File: src/core/otp_loader_defines.svh
`ifndef OTP_LOADER_DEFINES_SVH
`define OTP_LOADER_DEFINES_SVH

`define DATA_W            8
`define ADDR_W            4
`define OTP_ADDR_W        3
`define CTRL_WORDS        8
`define FB_WORDS          4
`define FB_BASE           4'h8
`define CHANNELS          4
`define CTRL_RESET        8'h00
`define FB_RESET          8'h00
`define CHAN_MODE_REG     3'h0
`define CHAN_BUS_EN_REG   3'h1
`define MODE_W            2
`define CLK_PERIOD_NS     8
`define ENABLE_LOW_TIME_NS 100000
`define ENABLE_LOW_CYCLES \
   ((`ENABLE_LOW_TIME_NS + `CLK_PERIOD_NS - 1) / `CLK_PERIOD_NS)
`define LOW_CNT_W         16

`endif

File: src/core/otp_loader_pkg.sv
`include "otp_loader_defines.svh"

package otp_loader_pkg;

   typedef enum logic [2:0] {
      ST_SHUTDOWN = 3'b001,
      ST_LOAD     = 3'b010,
      ST_READY    = 3'b100
   } load_state_type;

   typedef enum logic [1:0] {
      CMD_WRITE   = 2'h0,
      CMD_READ    = 2'h1,
      CMD_RESTART = 2'h2
   } cmd_kind_type;

   typedef enum logic [1:0] {
      MODE_OFF    = 2'h0,
      MODE_ALWAYS = 2'h1,
      MODE_PIN    = 2'h2,
      MODE_BUS    = 2'h3
   } chan_mode_type;

endpackage
File: src/core/otp_cells.sv
`include "otp_loader_defines.svh"

module otp_cells (
   input  wire logic                   core_clk_i,
   input  wire logic                   rst_b_i,
   input  wire logic                   prog_valid_i,
   input  wire logic [`OTP_ADDR_W-1:0] prog_addr_i,
   input  wire logic [`DATA_W-1:0]     prog_data_i,
   output logic                        prog_done_o,
   output logic                        prog_reject_o,
   input  wire logic [`OTP_ADDR_W-1:0] rd_addr_i,
   output logic [`DATA_W-1:0]          rd_data_o
);
   import otp_loader_pkg::*;

   logic [`DATA_W-1:0] cells      [`CTRL_WORDS];
   logic [`DATA_W-1:0] next_cells [`CTRL_WORDS];
   logic               next_done;
   logic               next_reject;
   logic [`DATA_W-1:0] cur;

   assign rd_data_o = cells[rd_addr_i];

   // A programmed bit reads 1 for good; asking it back to 0 is refused
   always_comb begin
      next_cells  = cells;
      next_done   = 1'b0;
      next_reject = 1'b0;
      cur         = cells[prog_addr_i];
      if (prog_valid_i) begin
         if ((cur & ~prog_data_i) != `CTRL_RESET) begin
            next_reject = 1'b1;
         end else begin
            next_cells[prog_addr_i] = cur | prog_data_i;
            next_done               = 1'b1;
         end
      end
   end

   // Reset stands for a blank part so simulation starts defined
   always_ff @(posedge core_clk_i or negedge rst_b_i) begin
      if (!rst_b_i) begin
         for (int i = 0; i < `CTRL_WORDS; i++) begin
            cells[i] <= `CTRL_RESET;
         end
         prog_done_o   <= 1'b0;
         prog_reject_o <= 1'b0;
      end else begin
         cells         <= next_cells;
         prog_done_o   <= next_done;
         prog_reject_o <= next_reject;
      end
   end

endmodule // otp_cells

File: src/core/otp_config_power_up_loader.sv
// Functional notes
// - Programmed configuration bits can never change again
// - Power-up copies whole configuration memory automatically
// - Control registers load from memory or bus
// - Feedback registers read-only; writes change nothing
// - Loaded flag set before bus commands acknowledged
// - Start always-on and asserted pin-controlled channels
// - Enable low past interval shuts down, reloads
// - Serial restart command acts like enable cycling
`include "otp_loader_defines.svh"

module otp_config_power_up_loader #(
   parameter logic [`LOW_CNT_W-1:0] ENABLE_LOW_CYCLES =
      `LOW_CNT_W'(`ENABLE_LOW_CYCLES)
) (
   input  wire logic                          core_clk_i,
   input  wire logic                          rst_b_i,
   input  wire logic                          enable_i,
   input  wire logic                          cmd_valid_i,
   input  wire otp_loader_pkg::cmd_kind_type  cmd_kind_i,
   input  wire logic [`ADDR_W-1:0]            cmd_addr_i,
   input  wire logic [`DATA_W-1:0]            cmd_data_i,
   output logic                               cmd_ack_o,
   output logic                               rd_valid_o,
   output logic [`DATA_W-1:0]                 rd_data_o,
   input  wire logic                          prog_valid_i,
   input  wire logic [`OTP_ADDR_W-1:0]        prog_addr_i,
   input  wire logic [`DATA_W-1:0]            prog_data_i,
   output logic                               prog_done_o,
   output logic                               prog_reject_o,
   input  wire logic [`FB_WORDS*`DATA_W-1:0]  fb_value_i,
   input  wire logic [`CHANNELS-1:0]          chan_pin_i,
   output logic [`CHANNELS-1:0]               chan_enable_o,
   output logic                               config_loaded_o,
   output logic                               shutdown_o
);
   import otp_loader_pkg::*;

   load_state_type            state;
   load_state_type            next_state;
   logic [`OTP_ADDR_W-1:0]    load_idx;
   logic [`OTP_ADDR_W-1:0]    next_load_idx;
   logic [`LOW_CNT_W-1:0]     low_cnt;
   logic [`LOW_CNT_W-1:0]     next_low_cnt;
   logic [`DATA_W-1:0]        ctrl      [`CTRL_WORDS];
   logic [`DATA_W-1:0]        next_ctrl [`CTRL_WORDS];
   logic [`DATA_W-1:0]        fb        [`FB_WORDS];
   logic [`DATA_W-1:0]        next_fb   [`FB_WORDS];
   logic                      next_loaded;
   logic                      next_rd_valid;
   logic [`DATA_W-1:0]        next_rd_data;
   logic [`DATA_W-1:0]        otp_data;
   logic [`CHANNELS-1:0]      next_chan_en;
   logic                      cmd_take;

   function automatic logic is_ctrl(input logic [`ADDR_W-1:0] a);
      return a < `ADDR_W'(`CTRL_WORDS);
   endfunction

   function automatic logic is_fb(input logic [`ADDR_W-1:0] a);
      return (a >= `FB_BASE) && (a < `FB_BASE + `ADDR_W'(`FB_WORDS));
   endfunction

   otp_cells u_otp_cells (
      .core_clk_i    (core_clk_i),
      .rst_b_i       (rst_b_i),
      .prog_valid_i  (prog_valid_i),
      .prog_addr_i   (prog_addr_i),
      .prog_data_i   (prog_data_i),
      .prog_done_o   (prog_done_o),
      .prog_reject_o (prog_reject_o),
      .rd_addr_i     (load_idx),
      .rd_data_o     (otp_data)
   );

   // Commands are answered only once configuration is in place
   assign cmd_take  = cmd_valid_i && config_loaded_o;
   assign cmd_ack_o = cmd_take;

   // Sequencer: shutdown, load from memory, ready
   always_comb begin
      next_state    = state;
      next_load_idx = load_idx;
      next_low_cnt  = `LOW_CNT_W'(0);
      if (!enable_i && state != ST_SHUTDOWN) begin
         // Short dips are ridden through, only a long low shuts down
         next_low_cnt = (low_cnt == ENABLE_LOW_CYCLES) ?
                        low_cnt : low_cnt + `LOW_CNT_W'(1);
      end
      unique case (state)
         ST_SHUTDOWN: begin
            // The host keeps enable low until the core supply is good
            if (enable_i) begin
               next_state    = ST_LOAD;
               next_load_idx = `OTP_ADDR_W'(0);
            end
         end
         ST_LOAD: begin
            if (low_cnt == ENABLE_LOW_CYCLES) begin
               next_state = ST_SHUTDOWN;
            end else if (load_idx == `OTP_ADDR_W'(`CTRL_WORDS - 1)) begin
               next_state = ST_READY;
            end else begin
               next_load_idx = load_idx + `OTP_ADDR_W'(1);
            end
         end
         ST_READY: begin
            if (low_cnt == ENABLE_LOW_CYCLES) begin
               next_state = ST_SHUTDOWN;
            end else if (cmd_take && cmd_kind_i == CMD_RESTART) begin
               next_state    = ST_LOAD;
               next_load_idx = `OTP_ADDR_W'(0);
            end
         end
         default: begin
            next_state = ST_SHUTDOWN;
         end
      endcase
   end

   always_ff @(posedge core_clk_i or negedge rst_b_i) begin
      if (!rst_b_i) begin
         state    <= ST_SHUTDOWN;
         load_idx <= `OTP_ADDR_W'(0);
         low_cnt  <= `LOW_CNT_W'(0);
      end else begin
         state    <= next_state;
         load_idx <= next_load_idx;
         low_cnt  <= next_low_cnt;
      end
   end

   // Control registers: memory image first, host writes on top
   always_comb begin
      next_ctrl = ctrl;
      if (state == ST_LOAD) begin
         next_ctrl[load_idx] = otp_data;
      end else if (cmd_take && cmd_kind_i == CMD_WRITE &&
                   is_ctrl(cmd_addr_i)) begin
         next_ctrl[cmd_addr_i[`OTP_ADDR_W-1:0]] = cmd_data_i;
      end
   end

   always_ff @(posedge core_clk_i or negedge rst_b_i) begin
      if (!rst_b_i) begin
         for (int i = 0; i < `CTRL_WORDS; i++) begin
            ctrl[i] <= `CTRL_RESET;
         end
      end else begin
         ctrl <= next_ctrl;
      end
   end

   // Feedback registers follow the measurements, never the bus
   always_comb begin
      for (int i = 0; i < `FB_WORDS; i++) begin
         next_fb[i] = (state == ST_READY) ?
                      fb_value_i[i*`DATA_W +: `DATA_W] : `FB_RESET;
      end
   end

   always_ff @(posedge core_clk_i or negedge rst_b_i) begin
      if (!rst_b_i) begin
         for (int i = 0; i < `FB_WORDS; i++) begin
            fb[i] <= `FB_RESET;
         end
      end else begin
         fb <= next_fb;
      end
   end

   // Read answers; unmapped addresses read zero
   always_comb begin
      next_rd_valid = cmd_take && cmd_kind_i == CMD_READ;
      next_rd_data  = rd_data_o;
      if (next_rd_valid) begin
         if (is_ctrl(cmd_addr_i)) begin
            next_rd_data = ctrl[cmd_addr_i[`OTP_ADDR_W-1:0]];
         end else if (is_fb(cmd_addr_i)) begin
            next_rd_data = fb[2'(cmd_addr_i - `FB_BASE)];
         end else begin
            next_rd_data = `FB_RESET;
         end
      end
   end

   // Channel starts; registered so a mode write settles first
   generate
      for (genvar c = 0; c < `CHANNELS; c++) begin : g_chan
         logic [`MODE_W-1:0] mode;
         assign mode = ctrl[`CHAN_MODE_REG][c*`MODE_W +: `MODE_W];
         always_comb begin
            next_chan_en[c] = (state == ST_READY) &&
               ((mode == MODE_ALWAYS) ||
                (mode == MODE_PIN && chan_pin_i[c]) ||
                (mode == MODE_BUS && ctrl[`CHAN_BUS_EN_REG][c]));
         end
      end
   endgenerate

   assign next_loaded = (next_state == ST_READY);

   always_ff @(posedge core_clk_i or negedge rst_b_i) begin
      if (!rst_b_i) begin
         rd_valid_o      <= 1'b0;
         rd_data_o       <= `FB_RESET;
         chan_enable_o   <= '0;
         config_loaded_o <= 1'b0;
         shutdown_o      <= 1'b1;
      end else begin
         rd_valid_o      <= next_rd_valid;
         rd_data_o       <= next_rd_data;
         chan_enable_o   <= next_chan_en;
         config_loaded_o <= next_loaded;
         shutdown_o      <= (next_state == ST_SHUTDOWN);
      end
   end

endmodule // otp_config_power_up_loader

File: config.mk
export PLATFORM = sky130hd
export DESIGN_NAME = otp_config_power_up_loader
export DESIGN_NICKNAME = d
export VERILOG_FILES = /design/src/core/otp_loader_pkg.sv /design/src/core/otp_cells.sv /design/src/core/otp_config_power_up_loader.sv
export VERILOG_INCLUDE_DIRS = /design/src /design/src/core
export SDC_FILE = /design/constraint.sdc
export NUM_CORES = 1
export LEC_CHECK = 0
export BUFFER_PORTS_ARGS = -buffer_cell sky130_fd_sc_hd__buf_2
export CORE_ASPECT_RATIO = 2
export CORE_MARGIN = 2
export CORE_UTILIZATION = 40
export DETAILED_ROUTE_END_ITERATION = 12
export HOLD_SLACK_MARGIN = 0.12
export PLACE_DENSITY = 0.53
export REMOVE_ABC_BUFFERS = 1
export SETUP_SLACK_MARGIN = 0.05
export SLEW_MARGIN = 20
export SYNTH_ARGS = -nofsm -noshare
export SYNTH_HDL_FRONTEND = slang
export SYNTH_SLANG_ARGS = --single-unit
File: constraint.sdc
create_clock -name core_clk_i -period 5.53 [get_ports core_clk_i]
set_clock_uncertainty 0.2 [all_clocks]
set_input_delay 1.106 -clock core_clk_i [delete_from_list [all_inputs] [get_ports core_clk_i]]
set_output_delay 1.106 -clock core_clk_i [all_outputs]
set_load 0.01 [all_outputs]
### Yosys cells after proc, flatten, opt, wreduce, memory -nomap -nowiden

Index checks and enable logic that the tools add are counted.

* output and inout port bits: 18
* bits of input ports: 66
* flip-flop bits (word level): 199
* logic and storage cells: 163

* reduce and logical (&&, ||, !) cells: 37
* bitwise logic cells: 8
* magnitude comparators: 10
* eq/ne operators: 28
* add/subtract/negate cells: 3
* mux-type cells: 47

Operators by type and width (count)
* 64-bit bitwise mux: 3
* 8-bit 2-to-1 mux: 17
* 64-bit 2-to-1 mux: 2
* 8-bit binary-select mux with 3-bit select: 3
* 8-bit demux with 3-bit select: 3
* 16-bit 2-to-1 mux: 2
* 3-bit 2-to-1 mux: 10
* 1-bit logical AND: 22
* 2-bit equality test (second input constant): 9
* 3-bit one-hot mux with 3 select lines: 2
* 16-bit by 1-bit adder with 16-bit output (second input constant): 1
* 8-bit binary-select mux with 2-bit select: 1
* 16-bit by 14-bit equality test with 1-bit output (second input constant): 1
* 4-bit greater-or-equal comparator (second input constant): 4
* 4-bit by 1-bit < comparator with 1-bit output (second input constant): 3
* 2-bit inequality test (second input constant): 6
* 3-bit inverter with 4-bit output: 3
* 2-bit by 1-bit equality test with 1-bit output (second input constant): 5
* 3-bit equality test (second input constant): 3
* 8-bit bitwise AND: 1
* 1-bit logical OR: 8
* 4-bit < comparator (second input constant): 2
* 8-bit inverter: 1
* 8-bit bitwise OR: 1
* other kinds (16): 20

### Depth between registers and ports, before layout

* depth after elaboration: 8
* depth in mapped cells: 8
* gate-level depth less buffers: 8

### Hierarchy

A second synthesis with hierarchy kept.

* cell total of the unflattened synthesis: 852
* area total of the unflattened synthesis: 10827.9 µm²

Modules (own cells, without submodules)
* otp_config_power_up_loader: cells each 605, instances 1, area each 7041.8 µm², sequential area each 3330.7 µm²
* otp_cells: cells each 247, instances 1, area each 3786.1 µm², sequential area each 1651.6 µm²

### Worst setup path before layout

No wires, ideal clock.

* path kind: input to register
* start point: input port prog_addr_i[2]
* end point: register u_otp_cells.cells[0] (netlist name)
* slack: 1951 ps
* buffers on the path: 1
* stages: 7
* arrival time: 3254 ps
* library setup time: 125 ps
* data required time: 5205 ps
* cell sequence: buf_2 mux2_1 a32o_1 o21bai_1 nand4_4 nor4_4 mux2_2

* longest elaborated chain between the ends: 8
* elaborated cells between the ends (all ways): 15
* those cells by class: order compare: 2; mux: 6; bitwise: 4; reduce/logical: 3

Ends and longest elaborated chain
* start: declaration: RTL line otp_config_power_up_loader.sv:27 `` input wire logic [`OTP_ADDR_W-1:0] prog_addr_i, ``
* 3-bit inverter with 4-bit output (implied by the code) *: RTL line otp_cells.sv:29, otp_cells.sv:34
* 8-bit binary-select mux with 3-bit select: RTL line otp_cells.sv:29 `cur = cells[prog_addr_i];`
* 8-bit 2-to-1 mux (implied by the code) (2 in a row): RTL line otp_cells.sv:29
* 8-bit bitwise AND: RTL line otp_cells.sv:31 `` if ((cur & ~prog_data_i) != `CTRL_RESET) begin ``
* 8-bit nonzero test (no source line)
* 1-bit inverter (no source line)
* 2-bit AND reduction (no source line)
* end signal: indexed assignment: RTL line otp_cells.sv:44 `` cells[i] <= `CTRL_RESET; ``
* end signal: assignment: RTL line otp_cells.sv:49 `cells <= next_cells;`
* end: declaration: RTL line otp_cells.sv:16 `` logic [`DATA_W-1:0] cells [`CTRL_WORDS]; ``

Mark *: on every way between the ends. The rest lies on a longest branch, timed or not. The select of a mux whose other input is x is not followed.
A chain may end at the register's enable or synchronous reset.

### Worst setup path in the final report

* start point: input port prog_addr_i[0]
* end point: register u_otp_cells.cells[62] (netlist name)

The elaborated chain is that of the path after synthesis.

==> key figures <==
Yosys
  • Sequential element share of the synthesized area: 49.4%
  • Area of the mapped netlist: 10100 µm²
  • Compound-Gate Fraction of Synth Area: 13.3%
  • EDFF count, synth: 0
  • Leading area contributor after synthesis: dfrtp_1
  • Largest family of logic cells by synthesized area: multiplexers
  • Cell with the most instances after synthesis: dfrtp_1
  • Ys flop type: dfrtp_1
  • Mux contribution to synthesized area: 18.1%
  • Simple-Gate Fraction of Synth Area: 15.1%
  • Asr flop ratio synth: 100%
  • Cells taking the most area after synthesis: dfrtp_1 49%, mux2_2 8.4%, mux4_2 6.3%
  • Cells after Synth: 852
  • Yosys top cell area share: 48.9%
  • Synth Area per Inst: 11.8 µm²
  • Cell variety after synth: 65
  • Post-Synth Adder-Cell Area: 0.496%
  • Xor and xnor area share after synthesis: 0.868%
  • Synthesis Warnings: 0
  • Post-synth top cells: 197 x dfrtp_1, 88 x nor2_1, 75 x mux2_2, 57 x a221o_1, 47 x nand2_1
  • Seq cells post-synth: 199

Critical path
  • Worst path max stage delay: 0.80 ns
  • Path depth of the worst reg2reg path: 5
  • Crit path DAT: 4.10 ns
  • Most used cell, CP: mux2_2
  • Crit path capture type: flip-flop
  • RR Endpoint: ctrl[42]
  • Crit start category: primary input
  • Crit Path Class: in -> reg
  • R2r startpoint: state[2]
  • Critical-path cell list: buf_2 -> mux2_2 -> a32o_1 -> o21bai_1 -> nand4_4 -> nor4_4 -> mux2_2
  • CP max stage cell: nor4_4
  • R2r setup slk: 2.28 ns
  • CP required: 5.66 ns
  • Crit Path Max Fanout: 28

STA
  • Fin. max-slew vios: 0
  • Fin crit share: 71.7%
  • Fin crit period: 3.96 ns
  • Setup_tns: 0 ns
  • Count of final hold-check violations: 0
  • Setup violations, final: 0
  • RSZ-0062 raised after global routing: false
  • Fmax: 252 MHz
  • Slew @ Worst Pin: 1.06 ns
  • Relative slew margins: 29.1%

GRT
  • Gr busiest metal: met2
  • GR Util met2: 44.2%
  • Vias in the first global route: 7824
  • GRT Util Overall: 23.4%
  • Initial antenna violation count: 1
  • Overflow after GRT: 0
  • Met1 GRT Util: 24.5%
  • Largest net degree at the start of global routing: 96
  • Met3 GRT Util: 4.11%
  • First-pass GRT wire length: 46000 µm

Clocking
  • CTS Sinks: 199
  • CTS clock-pin slew for the worst setup and hold paths: 0.07 ns
  • CTS Root Buffer Type: clkbuf_16
  • CTS Hold Bufs: 0
  • CTS tree: done
  • Clk_lat worst skew: 0.45 ns
  • Post CTS Setup Buffer Count: 0
  • Num CTS Buffers: 17
  • Htree depth: 4
  • Post-CTS sizing: 0
  • Clock buffer depth: 2

Floorplan
  • Starting Density: 40.5%
  • I/O pins: 84
  • Die X: 116 µm
  • Die Area: 26600 µm²
  • Die Y: 229 µm
  • # rows: 82
  • Core Area: 24900 µm²

Layout
  • Nets: 1003
  • P&R area growth vs syn: 14.3%
  • ANT cells: 0
  • Final Util: 46.3%
  • Fillers: 2309
  • Final instance area: 11500 µm²
  • Share of cells above drive strength 1: 27.4%

Placement
  • Port Buffers: 83
  • Detailed placement HPWL: 21900 µm
  • DP Area: 10900 µm²
  • Gpl congestion: 0.845

Min path
  • Hold Crit Depth: 2
  • Hold_sp: rd_data_o[2]
  • HP Class: reg -> reg
  • Hold endpoint: rd_data_o[2]

Outcome
  • Status: complete, no violations

Power and ir drop
  • Tot Pwr: 4.63 mW
  • Leak: 5.15 nW
  • Pwr per Cell Area: 401 nW/µm²
  • Peak supply drop: 0.000267 V

Routing
  • Routed vias/inst: 5.83
  • Post-Route WL: 29600 µm
  • DR iter-0 viols: 354
  • Wire length per cell: 23.1 µm
  • # DRC: 0
  • Final ANT Viol Nets: 0
  • DR vias: 7470
  • Pre-antenna DRT Iters: 5

Job
  • Max_cap viols: 0
-- per-stage QoR --
stage	setup WS (ns)	hold WS, ns	std cells
after detailed placement	1.10	0.266	1250
after global routing	1.48	0.294	1281
after CTS	1.58	0.282	1281
after global placement	1.16	0.262	1250
after floorplan	1.72	0.256	809
final	1.57	0.276	1281
-- how the worst max path moves through the flow --
| stage | startpoint | endpoint | slack (ns) | depth (start not counted) |
|---|---|---|---|---|
| after floorplan | cmd_valid_i | ctrl[3] | 1.72 | 6 |
| after global placement | prog_addr_i[0] | u_otp_cells.cells[62] | 1.16 | 7 |
| after detailed placement | prog_addr_i[0] | u_otp_cells.cells[14] | 1.10 | 7 |
| after CTS | prog_addr_i[0] | u_otp_cells.cells[62] | 1.58 | 7 |
| after global routing | prog_addr_i[0] | u_otp_cells.cells[60] | 1.48 | 7 |
| final | prog_addr_i[0] | u_otp_cells.cells[62] | 1.57 | 7 |
-- cell families (layout without fill, tap and decap cells) --
family | after synthesis | count (layout)
AND/OR/NAND/NOR | 272 | 272
flip-flops | 199 | 199
AO/OA/AOI/OAI | 168 | 168
multiplexers | 133 | 133
buffers and inverters | 66 | 159
XOR/XNOR | 10 | 10
adder cells (fa/ha/maj) | 4 | 4
-- per-layer routing --
layer	wire [µm]	vias up
met5	7	-
met4	1310	2
li1	-	3408
met1	10400	3786
met2	16900	202
met3	989	72
-- placed cells by master (no fill, tap or decap), types with 8 or more instances in the layout --
cell type,instances
nor2b_1,11
mux2i_1,26
buf_4,22
nor3_1,11
nand2b_1,10
a22oi_1,14
nand3b_1,9
o221ai_1,8
a221o_1,57
clkbuf_16,17
a21oi_1,25
mux2_2,75
mux4_2,28
xor2_1,8
nand3_1,14
nor4_4,8
inv_1,23
o21ai_0,21
and3_1,38
a31oi_1,8
buf_2,82
nand2_1,47
nor2_1,87
dfrtp_1,197
-- critical path: cells and delay by family --
family / cells / cell delay, ns
buf+inv: 1 / 0.55
compound gates: 2 / 0.43
simple gates: 2 / 1.15
mux: 2 / 0.82
-- registers in the layout, indices dropped and copies added (netlist names) --
name                       flops
low_cnt                       16
shutdown_o                     1
load_idx                       3
u_otp_cells.prog_done_o        1
rd_data_o                      8
config_loaded_o                1
chan_enable_o                  4
fb                            32
u_otp_cells.prog_reject_o      1
ctrl                          64
u_otp_cells.cells             64
rd_valid_o                     1
state                          3
-- where the power goes --
group          leakage [nW]  switching, mW  internal [mW]
combinational          2.23          0.691          0.572
clock                 0.302          0.542          0.769
sequential             2.61          0.283           1.77
total                  5.15           1.52           3.11
-- final cells by class --
class	instances	area [µm²]	share of cell area, %
Tap cell	336	420	3.65
Multi-Input combinational cell	587	4840	41.9
Clock inverter	7	116	1.01
Inverter	23	86.3	0.749
Clock buffer	24	502	4.35
Timing Repair Buffer	105	589	5.11
Sequential cell	199	4980	43.2
Note: power is estimated with default switching activity, not from simulation.
